## src/hdl/dsu_pkg.sv

```systemverilog
// Shared constants for the integrity strip and update copy engine.
// Assumes a 32-bit register bus and a byte-wide memory port.
package dsu_pkg;
    // Register map, byte addresses
    localparam logic [6:0] A_DESC = 7'h00;
    localparam logic [6:0] A_COMP = 7'h40;
    localparam logic [6:0] A_CTRL = 7'h60;
    // Descriptor word indices (byte offset / 4)
    localparam int W_OP = 1;
    localparam int W_SRC = 4;
    localparam int W_DST = 6;
    localparam int W_SIZE = 8;
    localparam int W_FLG = 10;
    localparam int W_SREF = 12;
    localparam int W_SAPP = 13;
    localparam int W_DREF = 14;
    localparam int W_DAPP = 15;
    // Operation codes, values arbitrary
    localparam logic [7:0] OP_STRIP = 8'h01;
    localparam logic [7:0] OP_UPDATE = 8'h02;
    // Completion status codes
    localparam logic [7:0] ST_NONE = 8'h00;
    localparam logic [7:0] ST_OK = 8'h01;
    localparam logic [7:0] ST_FAULT = 8'h03;
    localparam logic [7:0] ST_BADOP = 8'h10;
    localparam logic [7:0] ST_OVERLAP = 8'h11;
    localparam logic [7:0] ST_DIFERR = 8'h20;
    // Integrity status bits
    localparam int DS_GUARD = 0;
    localparam int DS_APP = 1;
    localparam int DS_REF = 2;
    localparam int DS_ALLF = 3;
    // Source flag bits
    localparam int SF_REF_FIX = 7;
    localparam int SF_REF_OFF = 6;
    localparam int SF_GRD_OFF = 5;
    localparam int SF_APP_INC = 4;
    localparam int SF_F_BOTH = 3;
    localparam int SF_F_APP = 2;
    localparam int SF_F_ALL = 1;
    localparam int SF_F_ERR = 0;
    // Destination flag bit
    localparam int DF_REF_PASS = 6;
    // Shared flag bits
    localparam int GF_INV_RES = 3;
    localparam int GF_INV_SEED = 2;
    localparam logic [15:0] CRC_POLY = 16'h8BB7;
    localparam logic [15:0] CRC_ONES = 16'hFFFF;
    localparam logic [12:0] DIF_BYTES = 13'h0008;
endpackage

```

## src/hdl/dsu_crc_byte.sv

```systemverilog
// Guard checksum step: folds one byte into a 16-bit CRC.
// Purely combinational; the caller holds the running value.
`timescale 1ns/100ps
module dsu_crc_byte
    import dsu_pkg::*;
(
    input wire logic [15:0] crc_in,
    input wire logic [7:0] data,
    output logic [15:0] crc_out
);
    always_comb begin
        logic [15:0] c;
        c = crc_in ^ {data, 8'h00};
        for (int i = 0; i < 8; i++) begin
            c = c[15] ? ({c[14:0], 1'b0} ^ CRC_POLY) : {c[14:0], 1'b0};
        end
        crc_out = c;
    end
endmodule

```

## src/hdl/dsu_engine.sv

```systemverilog
// Descriptor-driven copy engine that strips or regenerates integrity fields.
// Assumes an Avalon-MM register master and a byte-wide memory slave with
// waitrequest whose read data and fault flag stand when waitrequest is low.
//
// Design decisions made here: the placing of the registers and register access over Avalon-MM.
`timescale 1ns/100ps
module dsu_engine
    import dsu_pkg::*;
(
    input wire logic core_clk,
    input wire logic resetn,
    input wire logic [6:0] av_address,
    input wire logic av_read,
    input wire logic av_write,
    input wire logic [31:0] av_writedata,
    input wire logic [3:0] av_byteenable,
    output logic [31:0] av_readdata,
    output logic av_waitrequest,
    output logic [63:0] mem_address,
    output logic mem_read,
    output logic mem_write,
    output logic [7:0] mem_writedata,
    input wire logic [7:0] mem_readdata,
    input wire logic mem_fault,
    input wire logic mem_waitrequest,
    output logic busy
);
    typedef enum logic [3:0] {
        S_IDLE = 4'b0001,
        S_RD = 4'b0010,
        S_WR = 4'b0100,
        S_CHK = 4'b1000
    } dsu_state_t;

    dsu_state_t state_reg;
    logic [31:0] desc_reg [16];
    logic ack_reg;
    logic [31:0] rdata_reg;
    logic [63:0] src_reg, dst_reg;
    logic [31:0] left_reg, done_reg;
    logic [12:0] pos_reg;
    logic [15:0] crc_reg;
    logic [63:0] rx_reg;
    logic [7:0] byte_reg;
    logic [31:0] sref_reg, dref_reg;
    logic [15:0] sapp_reg, dapp_reg;
    logic [7:0] st_reg, dst_st_reg;
    logic [31:0] cr_bytes_reg;
    logic [63:0] cr_fault_reg;

    // Descriptor fields, live from the descriptor words
    logic [7:0] opcode, sflg, dflg, gflg;
    logic [31:0] xfer;
    logic [15:0] smask, dmask;
    logic is_upd, is_strip;
    assign opcode = desc_reg[W_OP][31:24];
    assign xfer = desc_reg[W_SIZE];
    assign sflg = desc_reg[W_FLG][7:0];
    assign dflg = desc_reg[W_FLG][15:8];
    assign gflg = desc_reg[W_FLG][23:16];
    assign smask = desc_reg[W_SAPP][15:0];
    assign dmask = desc_reg[W_DAPP][15:0];
    assign is_upd = opcode == OP_UPDATE;
    assign is_strip = opcode == OP_STRIP;

    logic [12:0] blk_pay;
    always_comb begin
        case (gflg[1:0])
            2'b00: blk_pay = 13'd512;
            2'b01: blk_pay = 13'd520;
            2'b10: blk_pay = 13'd4096;
            default: blk_pay = 13'd4104;
        endcase
    end

    // Register bus: every access answers on the second edge
    logic acc, start, ovl;
    assign acc = av_read | av_write;
    assign av_waitrequest = acc & ~ack_reg;
    assign av_readdata = rdata_reg;
    assign busy = state_reg != S_IDLE;
    assign start = av_write & ack_reg & (av_address == A_CTRL) & av_writedata[0]
        & av_byteenable[0] & ~busy;
    // Whole transfer size used for both ranges; conservative for strip
    assign ovl = (xfer != 32'h0) && (src_reg < dst_reg + {32'h0, xfer})
        && (dst_reg < src_reg + {32'h0, xfer});

    always_ff @(posedge core_clk or negedge resetn) begin
        if (!resetn) begin
            ack_reg <= 1'b0;
        end else begin
            ack_reg <= acc & ~ack_reg;
        end
    end

    always_ff @(posedge core_clk or negedge resetn) begin
        if (!resetn) begin
            for (int i = 0; i < 16; i++) begin
                desc_reg[i] <= 32'h0;
            end
        end else if (av_write && ack_reg && !busy && av_address < A_COMP) begin
            for (int b = 0; b < 4; b++) begin
                if (av_byteenable[b]) begin
                    desc_reg[av_address[5:2]][8*b +: 8] <= av_writedata[8*b +: 8];
                end
            end
        end
    end

    logic [31:0] comp_word;
    always_comb begin
        case (av_address[4:2])
            3'd0: comp_word = {16'h0, dst_st_reg, st_reg};
            3'd1: comp_word = cr_bytes_reg;
            3'd2: comp_word = cr_fault_reg[31:0];
            3'd3: comp_word = cr_fault_reg[63:32];
            3'd4: comp_word = sref_reg;
            3'd5: comp_word = {sapp_reg, smask};
            3'd6: comp_word = is_upd ? dref_reg : 32'h0;
            default: comp_word = is_upd ? {dapp_reg, dmask} : 32'h0;
        endcase
    end

    always_ff @(posedge core_clk or negedge resetn) begin
        if (!resetn) begin
            rdata_reg <= 32'h0;
        end else if (av_read && !ack_reg) begin
            if (av_address < A_COMP) begin
                rdata_reg <= desc_reg[av_address[5:2]];
            end else if (av_address < A_CTRL) begin
                rdata_reg <= comp_word;
            end else if (av_address == A_CTRL) begin
                rdata_reg <= {31'h0, busy};
            end else begin
                rdata_reg <= 32'h0;
            end
        end
    end

    // Datapath helpers
    logic rd_ack, wr_ack, in_dif, need_wr, step, blk_end, last;
    logic [2:0] k;
    logic [15:0] crc_next, guard;
    logic [63:0] gen;
    logic [7:0] gen_byte;
    assign rd_ack = state_reg == S_RD && !mem_waitrequest;
    assign wr_ack = state_reg == S_WR && !mem_waitrequest;
    assign in_dif = pos_reg >= blk_pay;
    assign need_wr = is_upd | ~in_dif;
    assign step = (rd_ack & ~mem_fault & ~need_wr) | (wr_ack & ~mem_fault);
    assign blk_end = pos_reg == blk_pay + DIF_BYTES - 13'd1;
    assign last = left_reg == 32'h1;
    assign k = 3'(pos_reg - blk_pay);
    assign guard = crc_reg ^ (gflg[GF_INV_RES] ? CRC_ONES : 16'h0);
    assign gen = {guard, dapp_reg, dref_reg};
    always_comb begin
        gen_byte = gen[8*(7 - k) +: 8];
        if (k >= 3'd4 && dflg[DF_REF_PASS]) begin
            gen_byte = byte_reg;
        end
    end

    dsu_crc_byte u_crc (
        .crc_in(crc_reg),
        .data(mem_readdata),
        .crc_out(crc_next)
    );

    // Block check over the received field
    logic [15:0] rx_grd, rx_app;
    logic [31:0] rx_ref;
    logic app_f, all_f, skip, g_err, a_err, r_err, f_err, blk_err;
    assign rx_grd = rx_reg[63:48];
    assign rx_app = rx_reg[47:32];
    assign rx_ref = rx_reg[31:0];
    assign app_f = rx_app == 16'hFFFF;
    assign all_f = app_f && rx_ref == 32'hFFFFFFFF && rx_grd == 16'hFFFF;
    assign skip = (sflg[SF_F_APP] & app_f) | (sflg[SF_F_ALL] & all_f)
        | (sflg[SF_F_BOTH] & app_f & (rx_ref == 32'hFFFFFFFF));
    assign g_err = ~skip & ~sflg[SF_GRD_OFF] & (rx_grd != guard);
    assign a_err = ~skip & (((rx_app ^ sapp_reg) & ~smask) != 16'h0);
    assign r_err = ~skip & ~sflg[SF_REF_OFF] & (rx_ref != sref_reg);
    assign f_err = sflg[SF_F_ALL] & sflg[SF_F_ERR] & all_f;
    assign blk_err = g_err | a_err | r_err | f_err;
    logic [7:0] dif_code;
    always_comb begin
        dif_code = 8'h0;
        dif_code[DS_GUARD] = g_err;
        dif_code[DS_APP] = a_err;
        dif_code[DS_REF] = r_err;
        dif_code[DS_ALLF] = f_err;
    end

    // Sequencer
    always_ff @(posedge core_clk or negedge resetn) begin
        if (!resetn) begin
            state_reg <= S_IDLE;
        end else begin
            case (state_reg)
                S_IDLE: begin
                    if (start && (is_upd || is_strip) && !ovl && xfer != 32'h0) begin
                        state_reg <= S_RD;
                    end
                end
                S_RD: begin
                    if (rd_ack) begin
                        if (mem_fault) begin
                            state_reg <= S_IDLE;
                        end else if (need_wr) begin
                            state_reg <= S_WR;
                        end else if (blk_end) begin
                            state_reg <= S_CHK;
                        end else if (last) begin
                            state_reg <= S_IDLE;
                        end
                    end
                end
                S_WR: begin
                    if (wr_ack) begin
                        if (mem_fault) begin
                            state_reg <= S_IDLE;
                        end else if (blk_end) begin
                            state_reg <= S_CHK;
                        end else if (last) begin
                            state_reg <= S_IDLE;
                        end else begin
                            state_reg <= S_RD;
                        end
                    end
                end
                S_CHK: begin
                    state_reg <= (blk_err || left_reg == 32'h0) ? S_IDLE : S_RD;
                end
                default: state_reg <= S_IDLE;
            endcase
        end
    end

    // Pointers, counters and running checksum; byte access keeps any alignment
    always_ff @(posedge core_clk or negedge resetn) begin
        if (!resetn) begin
            src_reg <= 64'h0;
            dst_reg <= 64'h0;
            left_reg <= 32'h0;
            pos_reg <= 13'h0;
            crc_reg <= 16'h0;
            rx_reg <= 64'h0;
            byte_reg <= 8'h0;
            done_reg <= 32'h0;
        end else if (state_reg == S_IDLE) begin
            src_reg <= {desc_reg[W_SRC + 1], desc_reg[W_SRC]};
            dst_reg <= {desc_reg[W_DST + 1], desc_reg[W_DST]};
            left_reg <= xfer;
            pos_reg <= 13'h0;
            crc_reg <= gflg[GF_INV_SEED] ? CRC_ONES : 16'h0;
            done_reg <= 32'h0;
        end else begin
            if (rd_ack && !mem_fault) begin
                src_reg <= src_reg + 64'h1;
                byte_reg <= mem_readdata;
                if (in_dif) begin
                    rx_reg <= {rx_reg[55:0], mem_readdata};
                end else begin
                    crc_reg <= crc_next;
                end
            end
            if (wr_ack && !mem_fault) begin
                dst_reg <= dst_reg + 64'h1;
            end
            if (step) begin
                pos_reg <= pos_reg + 13'h1;
                left_reg <= left_reg - 32'h1;
            end
            if (state_reg == S_CHK && !blk_err) begin
                pos_reg <= 13'h0;
                crc_reg <= gflg[GF_INV_SEED] ? CRC_ONES : 16'h0;
                done_reg <= done_reg + 32'(blk_pay + DIF_BYTES);
            end
        end
    end

    // Running tags; after each good block each one steps, loads or holds as its flags select
    always_ff @(posedge core_clk or negedge resetn) begin
        if (!resetn) begin
            sref_reg <= 32'h0;
            sapp_reg <= 16'h0;
            dref_reg <= 32'h0;
            dapp_reg <= 16'h0;
        end else if (start) begin
            sref_reg <= desc_reg[W_SREF];
            sapp_reg <= desc_reg[W_SAPP][31:16];
            dref_reg <= desc_reg[W_DREF];
            dapp_reg <= desc_reg[W_DAPP][31:16];
        end else if (state_reg == S_CHK && !blk_err) begin
            if (!sflg[SF_REF_FIX]) begin
                sref_reg <= sref_reg + 32'h1;
            end
            if (sflg[SF_APP_INC]) begin
                sapp_reg <= sapp_reg + 16'h1;
            end
            if (dflg[DF_REF_PASS]) begin
                dref_reg <= rx_ref;
            end else if (!dflg[SF_REF_FIX]) begin
                dref_reg <= dref_reg + 32'h1;
            end
            if (dflg[SF_APP_INC]) begin
                dapp_reg <= dapp_reg + 16'h1;
            end
        end
    end

    // Completion record; source tags, and for update the destination tags, stay readable after the run ends
    always_ff @(posedge core_clk or negedge resetn) begin
        if (!resetn) begin
            st_reg <= ST_NONE;
            dst_st_reg <= 8'h0;
            cr_bytes_reg <= 32'h0;
            cr_fault_reg <= 64'h0;
        end else if (start) begin
            dst_st_reg <= 8'h0;
            cr_bytes_reg <= 32'h0;
            cr_fault_reg <= 64'h0;
            if (!(is_upd || is_strip)) begin
                st_reg <= ST_BADOP;
            end else if (ovl) begin
                st_reg <= ST_OVERLAP;
            end else if (xfer == 32'h0) begin
                st_reg <= ST_OK;
            end else begin
                st_reg <= ST_NONE;
            end
        end else if ((rd_ack || wr_ack) && mem_fault) begin
            st_reg <= ST_FAULT;
            cr_fault_reg <= mem_address;
            cr_bytes_reg <= done_reg;
        end else if (state_reg == S_CHK && blk_err) begin
            st_reg <= ST_DIFERR;
            dst_st_reg <= dif_code;
            cr_bytes_reg <= done_reg;
        end else if ((state_reg == S_CHK && left_reg == 32'h0)
                || (step && last && !blk_end)) begin
            st_reg <= ST_OK;
            cr_bytes_reg <= xfer;
        end
    end

    // Memory port
    assign mem_read = state_reg == S_RD;
    assign mem_write = state_reg == S_WR;
    assign mem_address = mem_write ? dst_reg : src_reg;
    assign mem_writedata = (is_upd && in_dif) ? gen_byte : byte_reg;
endmodule

```

## config.mk

```make
export PLATFORM = sky130hd
export DESIGN_NAME = dsu_engine
export DESIGN_NICKNAME = d
export VERILOG_FILES = /design/src/hdl/dsu_pkg.sv /design/src/hdl/dsu_crc_byte.sv /design/src/hdl/dsu_engine.sv
export SDC_FILE = /design/constraint.sdc
export NUM_CORES = 2
export LEC_CHECK = 0
export BUFFER_PORTS_ARGS = -buffer_cell sky130_fd_sc_hd__buf_2
export CAP_MARGIN = 25
export CORE_ASPECT_RATIO = 1.25
export CORE_MARGIN = 2
export CORE_UTILIZATION = 58
export DETAILED_ROUTE_END_ITERATION = 8
export HOLD_SLACK_MARGIN = 0.02
export PLACE_DENSITY = 0.87
export SETUP_SLACK_MARGIN = 0.15
export SLEW_MARGIN = 25
export SYNTH_ARGS = -nofsm -noshare
export SYNTH_HDL_FRONTEND = slang
export SYNTH_SLANG_ARGS = --single-unit
export TNS_END_PERCENT = 10
```

## constraint.sdc

```tcl
create_clock -name core_clk -period 4.95 [get_ports core_clk]
set_input_delay 0.495 -clock core_clk [delete_from_list [all_inputs] [get_ports core_clk]]
set_output_delay 0.495 -clock core_clk [all_outputs]
set_load 0.05 [all_outputs]
```

# After elaboration in Yosys (flattened, before gate mapping)
# Cells that the tools add are included.
word_totals:
  regBits: 1050
  inputBits: 57
  word_cells: 302
op_classes:
  addsub: 16
  n_lt_le_gt_ge: 8
  eq_ne: 31
  n_shift: 1
  mux: 98
  bitwise_logic: 51
  reduce_logical: 62
ops:
  columns: ["cell", "count"]
  rows:
  - ["$mux 512", 7]
  - ["$bwmux 512", 4]
  - ["$mux 32", 22]
  - ["$demux 32 s4", 4]
  - ["$mux 64", 7]
  - ["$mux 16", 21]
  - ["$pmux 32 s7", 1]
  - ["$add 64x1->64 const B", 2]
  - ["$add 64x32->64", 2]
  - ["$bmux 32 s4", 1]
  - ["$lt 64x64->1", 2]
  - ["$mux 8", 10]
  - ["$not 10->10", 8]
  - ["$add 32x1->32 const B", 2]
  - ["$logic_not 32->1", 2]
  - ["$shiftx 64x33->8", 1]
  - ["$xor 16x16->16", 3]
  - ["$mux 13", 3]
  - ["$pmux 13 s3", 1]
  - ["$mux 4", 9]
  - ["$add 16x1->16 const B", 2]
  - ["$add 32x14->32", 1]
  - ["$eq 16x16->1 const B", 2]
  - ["$eq 32x1->1 const B", 1]
  - ["58 further kinds", 149]

# Longest topological paths before layout
depth:
  depth_word: 21
  ltp_mapped: 23
  mapped_depth_nobuf: 22

# By module
# Synthesis repeated with hierarchy kept, for this count alone.
hier_totals:
  hier_cells: 5963
  hier_area_um2: 61487.7
modules_own_cells:
  columns: ["mod", "instances", "cells_each", "area_each_um2", "seq_area_each_um2"]
  rows:
  - ["dsu_engine", 1, 5925, 60929.7, 26001.2]
  - ["dsu_crc_byte", 1, 38, 558.0, 0.0]

# Least setup slack after synthesis
# OpenSTA, ideal clock, no wires.
synth_timing:
  path_type: "register to register"
  start: "register src_reg[0]"
  end: "register state_reg[1]"
  setup_ns: 0.102
  arrival_ns: 4.774
  path_slack_ns: 0.074
  stages_incl_launch_ff: 24
  n_path_buf: 1
  synth_period_minus_slack_ns: 4.876
  cell_sequence: "dfrtp_1 -> ha_1 -> inv_1 -> fa_1 -> nor2b_1 -> o31ai_1 -> a21oi_1 -> a21oi_1 -> or4_1 -> a2bb2oi_1 -> a21o_1 -> buf_2 -> nand3_1 -> xor2_1 -> ha_1 -> nand4_1 -> nor4_1 -> nand2_1 -> nor4_1 -> o21ai_0 -> nand4_1 -> nor3_1 -> o31a_1 -> a311oi_1"
synth_between:
  elab_chain_cells: 8
synth_lines:
  columns: ["element", "line", "source"]
  rows:
  - ["start: declaration", "dsu_engine.sv:39", "logic [63:0] src_reg, dst_reg;"]
  - ["start signal: assignment", "dsu_engine.sv:251", "src_reg <= {desc_reg[W_SRC + 1], desc_reg[W_SRC]};"]
  - ["start signal: assignment", "dsu_engine.sv:259", "src_reg <= src_reg + 64'h1;"]
  - ["$add 64x32->64 / $lt 64x64->1 (equally long branches)", "dsu_engine.sv:86, dsu_engine.sv:85", null]
  - ["$lt 64x64->1 / $logic_and 1x1->1 (equally long branches)", "dsu_engine.sv:86, dsu_engine.sv:85", null]
  - ["$logic_and 1x1->1 (*)", "dsu_engine.sv:86", "&& (dst_reg < src_reg + {32'h0, xfer});"]
  - ["$logic_not 1->1 (*)", "dsu_engine.sv:201", "if (start && (is_upd || is_strip) && !ovl && xfer != 32'h0) begin"]
  - ["$logic_and 1x1->1 (*) (2 in series)", "dsu_engine.sv:201", null]
  - ["$ne 2x2->1 (no line) (*)", null, null]
  - ["$reduce_and 4->1 (no line) (*)", null, null]
  - ["end signal: assignment", "dsu_engine.sv:232", "state_reg <= (blk_err || left_reg == 32'h0) ? S_IDLE : S_RD;"]
  - ["end: declaration", "dsu_engine.sv:35", "dsu_state_t state_reg;"]
# Every way passes the cells marked *; elsewhere a longest branch is shown, timed or not.
# A chain may end at the register's enable or synchronous reset.

# Worst setup path after layout
layout_timing:
  start: "register desc_reg (netlist bit xfer[0])"
  end: "register state_reg[1]"
layout_between:
  elab_chain_cells: 9
layout_lines:
  columns: ["element", "line", "source"]
  rows:
  - ["start: declaration", "dsu_engine.sv:36", "logic [31:0] desc_reg [16];"]
  - ["start signal: indexed assignment", "dsu_engine.sv:104", "desc_reg[av_address[5:2]][8*b +: 8] <= av_writedata[8*b +: 8];"]
  - ["$add 64x32->64", "dsu_engine.sv:85", "assign ovl = (xfer != 32'h0) && (src_reg < dst_reg + {32'h0, xfer})"]
  - ["$lt 64x64->1", "dsu_engine.sv:85", null]
  - ["$logic_and 1x1->1", "dsu_engine.sv:85", null]
  - ["$logic_and 1x1->1", "dsu_engine.sv:86", null]
  - ["$logic_not 1->1", "dsu_engine.sv:201", null]
  - ["$logic_and 1x1->1", "dsu_engine.sv:201", null]
  - ["$logic_and 1x1->1 (*)", "dsu_engine.sv:201", null]
  - ["$ne 2x2->1 (no line) (*)", null, null]
  - ["$reduce_and 4->1 (no line) (*)", null, null]
# Marks and branches as above.

==> metrics.txt <==
TritonCTS clock tree yes; routed len/inst 33.43 um; Post-synth EDFFs 0; Max VDD drop 0.5808 mV; hold slack 31.34 ps; nets 6800; cell taking the most area after synthesis dfrtp_1; clock root buffer clkbuf_16; DRT antenna net count 0; fin crit period 5502 ps; gp weighted congestion 1.096; number of antenna violations at the first check in global routing 52; RSZ-0062 raised after global routing true; failing checks design-rule violations, negative setup slack; DR pass1 iterations 9; maximum fanout along the worst path 3; Required @ worst endpoint 5560 ps; Layout Area Growth over Synthesis 15.97%; pwr/cell area 408.8 nW/um2; leakage 33.21 nW; Post-Route WL 269.6 mm; count leader, synth dfrtp_1; count of final hold-check violations 0; top post-synthesis cells by count dfrtp_1 (1038), nand2_1 (764), mux2_2 (655); Die ar. 109900 um2; CTS buffer count 100; All-Layer GR Usage 48.84%; CP startpoint kind register; clk sinks 1039; HP Class input port to register; number of flip-flops in the largest register 480; die height 370.1 um; syn avg cell area 10.28 um2; max-cap violation count 0; largest cells by area after synthesis dfrtp_1 (42%), mux2_2 (12%), mux4_2 (6.2%); post-synth top area share 41.76%; #FFs+latches synth 1039; Synth Flop Type dfrtp_1; share of layout cells above drive strength 1 28.36%; port bufs 164; Peak Freq 181.8 MHz; status finished, violations left; register area share after synthesis 41.80%; Async SR Flop Fraction 100.0%; Critical Path AT 6110 ps; Final HPWL DP 199.1 mm; Critical Path Sink Type register; Rel. slew slack 21.26%; CTS max path bufs 3; grt total ovfl 0; syn nets 6323; CTS H-tree lvls 3; synthesized area 62200 um2; Critical Path Source xfer[0]; I/O pin count 165; first-pass GRT wire length 388.9 mm; DRC 3; Max Transition Viols Final 0; FP Rows 134; fin worst setup slack -551.9 ps; clk slew on worst S/H paths 70 ps; Synth warnings 0; First DRT Iteration DRCs 9125; Setup Viol. Count Final 4; initial core utilization 58.33%; post-route cell area 72130 um2; post-route clock period utilization 111.1%; clock latency at the later pin of the worst-skew pair 760 ps; Core Footprint 106600 um2; largest net degree at the start of global routing 134; DIE WIDTH 296.9 um; HP Start mem_readdata[3]; total number of vias 57850; vias in the first global route 55970; Fin Clk Skew 38.56 ps; worst slew pin tran 1178 ps; Synth Instances 6053; WS Path Type register to register; worst r2r src xfer[0]; placed instance area 67840 um2; post-synth cell types 100; mean number of vias per cell 7.173
layout by cell type, fill, tap and decap left out, types with 171 or more instances in the layout:
master | synthesis | final
buf_4 | 6 | 556
dfrtp_1 | 1038 | 1038
nand2_1 | 764 | 762
a21oi_1 | 296 | 290
o21ai_0 | 358 | 347
xnor2_1 | 223 | 223
nand3_1 | 186 | 185
nor2_1 | 284 | 282
ha_1 | 211 | 207
mux4_2 | 171 | 171
mux2_2 | 655 | 655
cells by family after synthesis:
logic type,synth area share (%)
xor gates and xnor gates,5.309
AOI/OAI and AO/OA,11.48
buffers and inverters,2.863
and+or+nand+nor,15.14
muxes,19.10
adders and majority gates,4.309
DFF,41.80
cell type report:
| cell class | count | area, um2 |
|---|---|---|
| clock buffer | 137 | 2856 |
| inverter | 82 | 307.8 |
| multi-input combinational | 4557 | 34880 |
| antenna | 25 | 62.56 |
| tap | 1428 | 1787 |
| sequential | 1039 | 26000 |
| fill | 7917 | 34500 |
| timing repair buffer | 750 | 5504 |
| clock inverter | 47 | 735.7 |
worst paths after layout:
check | to | slack (ps) | depth (start not counted)
hold / removal | byte_reg[3] | 30 | 3
hold reg to reg | ack_reg | 470 | 1
setup / recovery | state_reg[1] | -550 | 27
max in group asynchronous | src_reg[46] | 3220 | 3
min in group asynchronous | desc_reg[129] | 430 | 2
setup reg to reg | state_reg[1] | -550 | 27
report_power, final:
part	switching, mW	internal, mW
combinational	6.49	3.84
sequential	1.16	9.42
clock	3.64	4.95
repair_timing:
action,CTS,global route
resized for setup,70,11
hold buffers,6,0
pin swaps,37,26
gates cloned,1,0
hold endpoints to repair,85,0
setup buffers,15,4
setup endpoints to repair,4,4
metrics by stage:
step	util [%]	TNS [ps]	instances	power, mW	worst slack [ps]
after global placement	63.61	-5114	7826	19.91	-1303
after floorplan	-	0	6053	15.89	177.8
after CTS	67.46	-1508	8033	28.87	-391.3
after detailed placement	63.62	-5178	7827	20.12	-1311
final	67.65	-2146	8065	29.49	-551.9
after global routing	67.59	-2699	8043	30.30	-676.5
critical path: stages (launching register included):
cell,delay [ps]
dfrtp_1,430
buf_6,140
buf_6,110
ha_4,150
inv_2,50
fa_2,200
nor2b_2,50
o31a_1,290
o31a_1,310
o21ai_2,220
o211ai_1,140
buf_4,180
a311oi_2,200
buf_4,220
or2_4,150
buf_4,110
nor3_4,40
xnor2_1,140
ha_1,320
a21o_1,170
a21oi_2,190
o22ai_2,90
a2111oi_2,370
buf_4,170
nand4_1,250
nor3_4,390
o31a_1,230
a311oi_2,60
routing by layer:
layer,part of all wire (%),wire length [um],vias to the layer above,track usage [%]
met4,11,30170,40,41.73
met2,42,114300,4912,72.07
met1,32,87350,28150,56.50
met3,14,37550,1609,18.02
met5,0.10,277,-,0
li1,-,-,23150,-
No activity file was read; power rests on OpenSTA's default activity.
